==> src/hdl/mst_defs.svh <==
// Register offsets, field positions, reset values and rule summary.
// Summary of operation
// RQ1: Each active prescaler tick decrements the 8-bit count by one.
// RQ2: Count reaching zero sets the count expired flag.
// RQ3: Free run mode clear: count holds at zero, no wrap.
// RQ4: Free run mode set: count wraps from zero to all ones.
// RQ5: With interrupt enable set, CPU flag rises with expired flag.
// RQ6: Interrupt request only while both interrupt enables are one.
// RQ7: A count write loads the counter immediately.
// RQ8: Count write coinciding with a tick stores value minus one.
// RQ9: Prescaler is 18 bits and advances only on system tick.
// RQ10: Rate select codes give factors 64, 128, 256 and 1024.
// RQ11: Multiplier gives the upper 8 bits of the prescaler maximum.
// RQ12: A multiplier of zero acts as 256.
// RQ13: DMA trigger pulses whenever the expired flag becomes one.
// RQ14: All registers reset on return from the two deepest modes.
// RQ15: Software writing one to the expired flag has no effect.
// RQ16: Free run clear: tick generator runs only while count nonzero.
// RQ17: Free run set: generator runs always, starting from null state.
// RQ18: Software writes zero to control bits 5 and 3.
// RQ19: Expired flag stays set until software writes zero to it.
`ifndef MST_DEFS_SVH
`define MST_DEFS_SVH
`define MST_OFS_COUNT 8'h9C
`define MST_OFS_PRESC 8'h9D
`define MST_OFS_CTRL 8'h9E
`define MST_BIT_EXP 6
`define MST_BIT_IEN 4
`define MST_BIT_FREE 2
`define MST_RST_COUNT 8'h00
`define MST_RST_PRESC 8'h00
`define MST_RST_CTRL 8'h00
`define MST_CTRL_RMASK 8'h57
`endif

==> src/hdl/mst_pkg.sv <==
// Types shared by the slot down timer.
package mst_pkg;
  typedef struct packed {
    logic wr;
    logic [7:0] addr;
    logic [7:0] wdata;
  } mst_sfr_req_s;
  typedef enum logic [1:0] {
    MST_RATE_64,
    MST_RATE_128,
    MST_RATE_256,
    MST_RATE_1024
  } mst_rate_e;
endpackage : mst_pkg

==> src/hdl/mst_slot_timer.sv <==
// Slot down timer with 18-bit prescaler and special-function registers.
`timescale 1ns/1ps
`include "mst_defs.svh"
module mst_slot_timer #(
  parameter int PRESC_W = 18
) (
  input wire logic clk_sys,
  input wire logic rst_n,
  input wire logic sys_tick,
  input wire logic deep_wake,
  input wire mst_pkg::mst_sfr_req_s sfr_req,
  input wire logic cpu_slot_irq_enable,
  input wire logic cpu_slot_irq_clear,
  output logic [7:0] sfr_rdata,
  output logic cpu_slot_irq_flag,
  output logic irq_req,
  output logic slot_expire_dma_trigger
);

  logic [7:0] down_count_value;
  logic [7:0] prescale_multiplier;
  logic count_expired_flag;
  logic expire_irq_enable;
  logic free_run_tick_mode;
  logic [1:0] prescale_rate_select;
  logic [PRESC_W-1:0] presc_cnt;
  logic gen_running;
  logic [7:0] next_down_count_value;
  logic [7:0] next_prescale_multiplier;
  logic next_count_expired_flag;
  logic next_expire_irq_enable;
  logic next_free_run_tick_mode;
  logic [1:0] next_prescale_rate_select;
  logic [PRESC_W-1:0] next_presc_cnt;
  logic next_gen_running;
  logic [7:0] next_sfr_rdata;
  logic next_cpu_slot_irq_flag;
  logic next_irq_req;
  logic next_dma;
  logic [PRESC_W-1:0] presc_max;
  logic [PRESC_W-1:0] presc_step;
  logic [PRESC_W:0] presc_sum;
  logic [8:0] mult_val;
  logic run_enable;
  logic timer_edge;
  logic wr_count;
  logic wr_presc;
  logic wr_ctrl;
  logic expire_event;

  // Address decode of register writes.
  assign wr_count = sfr_req.wr && (sfr_req.addr == `MST_OFS_COUNT);
  assign wr_presc = sfr_req.wr && (sfr_req.addr == `MST_OFS_PRESC);
  assign wr_ctrl = sfr_req.wr && (sfr_req.addr == `MST_OFS_CTRL);

  // Prescaler maximum, step and active edge generation.
  always_comb
  begin
    // RQ12: zero means 256.
    mult_val = (prescale_multiplier == 8'h00) ? 9'h100
      : {1'b0, prescale_multiplier};
    // A multiplier of 256 drops its top bit in the cast, and the
    // subtraction then yields the full range that 256 stands for.
    // RQ11: multiplier gives upper bits.
    presc_max = PRESC_W'({mult_val, 10'h000}) - PRESC_W'(1);
    // The counter climbs by 16, 8, 4 or 1 toward multiplier times 1024,
    // so one slot lasts the multiplier times the rate factor in ticks.
    // RQ10: rate select factors.
    case (mst_pkg::mst_rate_e'(prescale_rate_select))
      mst_pkg::MST_RATE_64: presc_step = PRESC_W'(16);
      mst_pkg::MST_RATE_128: presc_step = PRESC_W'(8);
      mst_pkg::MST_RATE_256: presc_step = PRESC_W'(4);
      mst_pkg::MST_RATE_1024: presc_step = PRESC_W'(1);
      default: presc_step = PRESC_W'(1);
    endcase
    presc_sum = {1'b0, presc_cnt} + {1'b0, presc_step};
    // RQ16: gated by nonzero count in stop mode.
    // RQ17: free running when mode set.
    run_enable = free_run_tick_mode || (down_count_value != 8'h00);
    // RQ9: aligned to system tick.
    timer_edge = gen_running && run_enable && sys_tick
      && (presc_sum > {1'b0, presc_max});
  end

  // Next state of prescaler and tick generator.
  always_comb
  begin
    // A stopped or gated generator sits in its null state, so that a
    // restart always counts a full slot.
    next_gen_running = run_enable;
    next_presc_cnt = presc_cnt;
    if (!run_enable || !gen_running)
    begin
      next_presc_cnt = '0;
    end
    else if (sys_tick)
    begin
      if (timer_edge)
        next_presc_cnt = '0;
      else
        next_presc_cnt = presc_sum[PRESC_W-1:0];
    end
    // Deep wake wins over everything else in the generator.
    if (deep_wake)
    begin
      next_presc_cnt = '0;
      next_gen_running = 1'b0;
    end
  end

  // Next state of count, flags and control fields.
  always_comb
  begin
    next_down_count_value = down_count_value;
    next_prescale_multiplier = prescale_multiplier;
    next_expire_irq_enable = expire_irq_enable;
    next_free_run_tick_mode = free_run_tick_mode;
    next_prescale_rate_select = prescale_rate_select;
    next_count_expired_flag = count_expired_flag;
    next_cpu_slot_irq_flag = cpu_slot_irq_flag;
    expire_event = 1'b0;
    if (timer_edge)
    begin
      // RQ3: hold at zero without free run.
      if (down_count_value == 8'h00 && !free_run_tick_mode)
        next_down_count_value = 8'h00;
      else
        // RQ1: decrement; RQ4: wraps to all ones.
        next_down_count_value = down_count_value - 8'h01;
      // RQ2: reaching zero expires.
      expire_event = (down_count_value == 8'h01);
    end
    // The write wins over the plain decrement of the same edge.
    // RQ7: immediate load; RQ8: minus one on coincident edge.
    if (wr_count)
      next_down_count_value = timer_edge ? sfr_req.wdata - 8'h01
        : sfr_req.wdata;
    if (wr_presc)
      next_prescale_multiplier = sfr_req.wdata;
    if (wr_ctrl)
    begin
      // Reserved bits are not stored, so they always read back zero.
      next_expire_irq_enable = sfr_req.wdata[`MST_BIT_IEN];
      next_free_run_tick_mode = sfr_req.wdata[`MST_BIT_FREE];
      next_prescale_rate_select = sfr_req.wdata[1:0];
      // RQ15: writing one no effect; RQ19: zero clears.
      if (!sfr_req.wdata[`MST_BIT_EXP])
        next_count_expired_flag = 1'b0;
    end
    if (cpu_slot_irq_clear)
      next_cpu_slot_irq_flag = 1'b0;
    // Set wins over a coincident clear.
    if (expire_event)
    begin
      next_count_expired_flag = 1'b1;
      // RQ5: CPU flag follows when enabled.
      if (expire_irq_enable)
        next_cpu_slot_irq_flag = 1'b1;
    end
    // RQ14: registers return to reset after deep sleep wake.
    if (deep_wake)
    begin
      next_down_count_value = `MST_RST_COUNT;
      next_prescale_multiplier = `MST_RST_PRESC;
      next_expire_irq_enable = 1'b0;
      next_free_run_tick_mode = 1'b0;
      next_prescale_rate_select = 2'b00;
      next_count_expired_flag = 1'b0;
      expire_event = 1'b0;
    end
    // RQ13: DMA trigger on each expiry.
    next_dma = expire_event;
    // Built from next values so that the request moves with the flag.
    // RQ6: both enables needed for a request.
    next_irq_req = next_cpu_slot_irq_flag && next_expire_irq_enable
      && cpu_slot_irq_enable;
  end

  // Read data mux; reserved bits read zero.
  // Next values are shown, so a read just after a write already sees it.
  always_comb
  begin
    case (sfr_req.addr)
      `MST_OFS_COUNT: next_sfr_rdata = next_down_count_value;
      `MST_OFS_PRESC: next_sfr_rdata = next_prescale_multiplier;
      `MST_OFS_CTRL: next_sfr_rdata = {1'b0, next_count_expired_flag,
        1'b0, next_expire_irq_enable, 1'b0, next_free_run_tick_mode,
        next_prescale_rate_select} & `MST_CTRL_RMASK;
      default: next_sfr_rdata = 8'h00;
    endcase
  end

  // State registers.
  // Every register, outputs included, loads on every edge, so each
  // output comes straight from a flip-flop.
  always_ff @(posedge clk_sys or negedge rst_n)
  begin
    if (!rst_n)
    begin
      down_count_value <= `MST_RST_COUNT;
      prescale_multiplier <= `MST_RST_PRESC;
      count_expired_flag <= 1'b0;
      expire_irq_enable <= 1'b0;
      free_run_tick_mode <= 1'b0;
      prescale_rate_select <= 2'b00;
      presc_cnt <= '0;
      gen_running <= 1'b0;
      sfr_rdata <= 8'h00;
      cpu_slot_irq_flag <= 1'b0;
      irq_req <= 1'b0;
      slot_expire_dma_trigger <= 1'b0;
    end
    else
    begin
      down_count_value <= next_down_count_value;
      prescale_multiplier <= next_prescale_multiplier;
      count_expired_flag <= next_count_expired_flag;
      expire_irq_enable <= next_expire_irq_enable;
      free_run_tick_mode <= next_free_run_tick_mode;
      prescale_rate_select <= next_prescale_rate_select;
      presc_cnt <= next_presc_cnt;
      gen_running <= next_gen_running;
      sfr_rdata <= next_sfr_rdata;
      cpu_slot_irq_flag <= next_cpu_slot_irq_flag;
      irq_req <= next_irq_req;
      slot_expire_dma_trigger <= next_dma;
    end
  end
endmodule : mst_slot_timer

==> config.mk <==
export PLATFORM = sky130hd
export DESIGN_NAME = mst_slot_timer
export DESIGN_NICKNAME = d
export VERILOG_FILES = /design/src/hdl/mst_pkg.sv /design/src/hdl/mst_slot_timer.sv
export VERILOG_INCLUDE_DIRS = /design/src /design/src/hdl
export SDC_FILE = /design/constraint.sdc
export NUM_CORES = 1
export LEC_CHECK = 0
export BUFFER_PORTS_ARGS = -buffer_cell sky130_fd_sc_hd__buf_2
export CAP_MARGIN = 30
export CORE_MARGIN = 10
export CORE_UTILIZATION = 40
export DETAILED_ROUTE_END_ITERATION = 6
export GPL_TIMING_DRIVEN = 0
export PLACE_DENSITY_LB_ADDON = 0.08
export SYNTH_ARGS = -nofsm -noshare
export SYNTH_HDL_FRONTEND = slang
export SYNTH_SLANG_ARGS = --single-unit
==> constraint.sdc <==
create_clock -name clk_sys -period 6.73 [get_ports clk_sys]
set_input_delay 0.3365 -clock clk_sys [delete_from_list [all_inputs] [get_ports clk_sys]]
set_output_delay 0.3365 -clock clk_sys [all_outputs]
set_load 0.03 [all_outputs]
* Word-level counts from Yosys, hierarchy flattened
Cells that the tools add are included.
** Word-level totals
- Register bits after elaboration :: 51
- Bits in latches :: 0
- RAM bits :: 0
- Memory bits (read-only) :: 0
- Input port bits :: 23
- Output and inout bits :: 11
- Memories kept :: 0
** Cells by class
- Add/sub/neg operators :: 4
- Multiply operators :: 0
- Div/mod/pow operators :: 0
- $lt $le $gt $ge :: 1
- Equal/unequal tests :: 7
- Shifts and indexed selects :: 0
- Muxes and demuxes :: 30
- Bitwise gates (word level) :: 0
- Reduce and logical (&&, ||, !) cells :: 19
** Operator list (count)
- $mux W18 :: 4
- $pmux W18 S4 :: 1
- $mux W8 :: 8
- $eq A8 B8 Y1 const B :: 3
- $pmux W8 S3 :: 1
- $add A18 B18 Y19 :: 1
- $gt A19 B18 Y1 :: 1
- $sub A18 B1 Y18 const B :: 1
- $logic_not A8 Y1 :: 2
- $sub A8 B1 Y8 const B :: 2
- $mux W1 :: 14
- $logic_and A1 B1 Y1 :: 9
- $eq A8 B1 Y1 const B :: 1
- $reduce_bool A8 Y1 :: 1
- $eq A2 B2 Y1 const B :: 2
- $mux W2 :: 2
- $logic_not A1 Y1 :: 3
- $reduce_bool A3 Y1 :: 1
- $eq A2 B1 Y1 const B :: 1
- $logic_not A2 Y1 :: 1
- $logic_or A1 B1 Y1 :: 2

* Longest topological paths before layout
- Depth after elaboration :: 9
- Depth in mapped cells :: 19

* Worst setup path before layout
No wires, ideal clock.
- Path type :: flip-flop to flip-flop
- Start point :: register prescale_rate_select[0]
- End point :: register sfr_rdata[3]
- Setup time :: 126 ps
- Arrival :: 4304 ps
- Data required time :: 6604 ps
- Slack :: 2300 ps
- Stages on the path, launching flop included :: 19
- Path buffers :: 1
- Path through :: dfrtp_1 > nor2b_1 > ha_1 > or3_4 > o22ai_1 > nor3_1 > and3_1 > and3_1 > xor2_1 > ha_1 > nand4_1 > or4_1 > a2111oi_2 > a41o_2 > buf_6 > a211oi_1 > xor2_1 > a221oi_1 > nor2_1
** Between the ends
- Word-level cells in the longest chain between the ends :: 9
- Elaborated cells between the ends (all ways) :: 13
** Ends and longest elaborated chain
- from (decl) :: RTL line mst_slot_timer.sv:25 : logic [1:0] prescale_rate_select;
- from (signal assigned) :: RTL line mst_slot_timer.sv:220 : prescale_rate_select <= next_prescale_rate_select;
- $eq A2 B2 Y1, or another cell as far along :: RTL line mst_slot_timer.sv:69 : case (mst_pkg::mst_rate_e'(prescale_rate_select))
- $pmux W18 S4 (*) :: RTL line mst_slot_timer.sv:69
- $add A18 B18 Y19 (*) :: RTL line mst_slot_timer.sv:76 : presc_sum = {1'b0, presc_cnt} + {1'b0, presc_step};
- $gt A19 B18 Y1 (*) :: RTL line mst_slot_timer.sv:82 : && (presc_sum > {1'b0, presc_max});
- $logic_and A1 B1 Y1 (*) :: RTL line mst_slot_timer.sv:82
- $mux W8, on equally long branches :: RTL line mst_slot_timer.sv:122, mst_slot_timer.sv:136
- $mux W8 (*) :: RTL line mst_slot_timer.sv:135 : if (wr_count)
- $mux W8 (*) :: RTL line mst_slot_timer.sv:161 : if (deep_wake)
- $pmux W8 S3 (*) :: RTL line mst_slot_timer.sv:183 : case (sfr_req.addr)
- named net next_sfr_rdata[3] :: RTL line mst_slot_timer.sv:36 : logic [7:0] next_sfr_rdata;
- to (signal assigned) :: RTL line mst_slot_timer.sv:223 : sfr_rdata <= next_sfr_rdata;
- to (decl) :: RTL line mst_slot_timer.sv:14 : output logic [7:0] sfr_rdata,
The timed path passes the listed nets; every way through them passes the cells marked *. The select of a mux whose other input is x is not followed.
A chain may end at the register's enable or synchronous reset.

* Final worst setup path
- Start point :: register prescale_rate_select[0]
- End point :: register sfr_rdata[7]
Same word-level chain as after synthesis.

==> key figures <==
Status
  – Status: completed

Yosys
  – Avg Cell Area, Syn: 8.79 um^2
  – Ys Warns: 0
  – Most used DFF post-synth: dfrtp_1
  – Post-Syn Area: 3460 um^2
  – Sequential area share after synthesis: 36.8%
  – #FFs+latches synth: 51
  – Synthesized net count: 434
  – Async S/R FF share, synth: 100%
  – Number of synthesized flops with an enable pin: 0
  – Number of distinct library cells after synthesis: 63
  – Post-Syn Instances: 394

Timing
  – Worst setup margin: 1.61 ns
  – Unrepaired setup endpoints after global routing: false
  – Hold Fails Final Rpt: 0
  – Fmax: 195 MHz
  – Fin. max-slew vios: 0
  – Worst-margin pin slew: 0.932 ns
  – Final Cycle Share: 76.0%
  – Clk_skew: 0.00739 ns
  – Final Setup Violations: 0
  – Min Clock Period, post-route: 5.12 ns
  – Slew headroom: 37.7%
  – Total negative slack: 0 ns

Pwr
  – Peak VDD IR: 67.7 uV
  – Comb power frac: 6.4%
  – Switching part of the total: 24.0%
  – Leakage: 1.84 nW
  – Pwr dens: 144 nW/um^2
  – Reg power frac: 54.4%
  – Internal: 428 uW
  – Switch Pwr: 135 uW
  – Clock network power share: 39.2%

Job
  – Number of max-cap violations: 0

Die
  – Starting Density: 41.5%
  – I/O pin cnt: 34
  – Die span in x: 113 um
  – Core Area: 8340 um^2
  – Die Span Y: 113 um
  – FP Rows: 33
  – DIE AREA: 12800 um^2

Hold path
  – Hold Path Class: in2reg
  – Hold Path Origin: cpu_slot_irq_clear

Worst setup path
  – Beginning of the critical path: prescale_rate_select[0]$_DFF_PN0_
  – Required @ worst endpoint: 6.92 ns
  – Critical R2R Launch: prescale_rate_select[0]$_DFF_PN0_
  – Worst Setup End Kind: flip-flop
  – Crit path max fanout: 10
  – CP Launch Type: flip-flop
  – Crit path DAT: 5.30 ns
  – Type of the worst setup path: reg2reg

Global route
  – Grt ovf: 0
  – Initial antenna violation count: 0
  – Vias in the first global route: 3083
  – First-pass GRT wire length: 15.8 mm
  – Pin count of the biggest net entering global routing: 40
  – Total Routing Usage GR: 14.9%

Cells and area
  – Commonest non-fill, non-tap cell in the layout: nor2_1
  – Layout cells sized above 1: 14.9%
  – Final #Nets: 475
  – Area added between synthesis and finish: 12.7%
  – Commonest non-fill, non-tap cells in the layout: 63 x nor2_1, 51 x dfrtp_1, 36 x buf_2
  – Number of diodes: 0

Placement
  – Routability congestion estimate: 0.891
  – IO Port Bufs: 32
  – Pre-CTS WS: 1.63 ns
  – Post-DP HPWL: 7.26 mm

Clock tree
  – Clock tree buffer depth: 2
  – CTS tree: done
  – CTS sink cnt: 51
  – Clk slew on worst S/H paths: 0.10 ns
  – Setup bufs post-CTS: 0
  – Htree depth: 2
  – Post_cts resized: 0
  – TritonCTS buffer count: 5
  – Clock Latency Late Sink: 0.31 ns
  – Clock root buffer: clkbuf_8

Route
  – Final wirelength: 9.43 mm
  – Pre-Repair DR Iteration Count: 4
  – Mean routed wirelength per cell: 17.4 um
  – Vias: 3051
  – Number of routed nets with antenna violations: 0
  – Initial DRC count: 163
  – DR DRC count: 0
  – Via density: 5.64
[through the flow]
| step | util [%] | std cells | hold slack [ns] | power [mW] | cell area [um^2] |
|---|---|---|---|---|---|
| after CTS | 46.8 | 541 | 0.211 | 0.570 | 3910 |
| after floorplan | - | 394 | 0.0409 | 0.326 | 3460 |
| after global placement | 45.0 | 531 | 0.490 | 0.347 | 3760 |
| after global routing | 46.8 | 541 | 0.202 | 0.588 | 3910 |
| after detailed placement | 45.3 | 532 | 0.262 | 0.348 | 3780 |
| final | 46.8 | 541 | 0.215 | 0.563 | 3910 |
[critical path, stage by stage, from the launching register on]
cell	delay, ns
dfrtp_1	0.44
nor2b_1	0.15
ha_1	0.22
or3_4	0.43
o22ai_1	0.47
nor3_1	0.23
and3_1	0.28
and3_1	0.23
xor2_1	0.16
ha_1	0.33
nand4_1	0.08
or4_1	0.51
a2111oi_2	0.30
a41o_2	0.31
buf_6	0.17
a211oi_1	0.09
xor2_1	0.18
a221oi_1	0.33
nor2_1	0.09
[logic make-up after synthesis]
family / Yosys count / synth area share (%)
XOR/XNOR: 31 / 7.84
multiplexers: 9 / 2.60
adder cells (fa/ha/maj): 17 / 6.14
AO/OA/AOI/OAI: 87 / 18.6
flip-flops: 51 / 36.8
buffers and inverters: 25 / 3.29
AND/OR/NAND/NOR: 174 / 24.7
[power groups by stage]
stage	Clock [mW]	Sequential, mW	Combinational [mW]
2_1_floorplan	0	0.313	0.0131
4_1_cts	0.227	0.307	0.0363
3_3_place_gp	0	0.313	0.0341
6_report	0.221	0.307	0.0359
3_5_place_dp	0	0.313	0.0358
5_1_grt	0.241	0.307	0.0406
[per-layer routing]
layer	GRT usage [%]	share of wire (%)	vias up
li1	-	-	1518
met1	20.2	48	1463
met2	24.1	48	63
met3	2.48	3.4	7
met4	3.30	1.1	0
met5	0	0	-
[path summary, 6_finish.rpt]
path                                                     to  slack, ns  cells past startpoint
setup / recovery                     sfr_rdata[7]$_DFF_PN0_       1.61                     18
hold / removal                  cpu_slot_irq_flag$_DFF_PN0_       0.21                      2
setup reg to reg                     sfr_rdata[7]$_DFF_PN0_       1.61                     18
hold reg to reg                    presc_cnt[2]$_DFFE_PN0P_       0.51                      2
max in group asynchronous  prescale_multiplier[2]$_DFF_PN0_       5.76                      3
min in group asynchronous          presc_cnt[5]$_DFFE_PN0P_       0.45                      2
[Yosys cell counts, types with 4 or more instances]
cell / instances / area, um^2
dfrtp_1: 51 / 1280
nand3b_1: 6 / 45.0
a211oi_1: 5 / 37.5
xnor2_1: 13 / 114
nand3_1: 19 / 95.1
nand2_1: 32 / 120
a2111oi_2: 4 / 60.1
a21oi_1: 13 / 65.1
nand2b_1: 4 / 25.0
nor2_1: 63 / 236
nand4_1: 4 / 25.0
o21ai_0: 20 / 100
buf_2: 4 / 20.0
mux2i_1: 9 / 90.1
or3_1: 4 / 25.0
and3_1: 6 / 37.5
xor2_1: 18 / 158
clkbuf_1: 4 / 15.0
o31ai_1: 5 / 37.5
inv_1: 12 / 45.0
a221oi_1: 4 / 35.0
nor3_1: 14 / 70.1
ha_1: 17 / 213
[area by class of cell]
cell class / instances / area (um^2)
inverter: 12 / 45.0
multi-input combinational: 318 / 2080
clock inverter: 3 / 43.8
sequential: 51 / 1280
timing repair buffer: 34 / 190
clock buffer: 5 / 68.8
buffer: 13 / 68.8
fill: 834 / 4440
tap: 105 / 131
[registers in the layout, indices dropped and copies added, names as in the netlist]
name	flops
down_count_value	8
free_run_tick_mode	1
prescale_multiplier	8
presc_cnt	18
slot_expire_dma_trigger	1
count_expired_flag	1
gen_running	1
expire_irq_enable	1
irq_req	1
prescale_rate_select	2
sfr_rdata	8
cpu_slot_irq_flag	1
[timing repair]
action,in CTS,in global routing
hold buffers,1,0
endpoints found under the hold margin,12,0
setup endpoints to repair,0,0
Power figures use the tool's default switching activity.
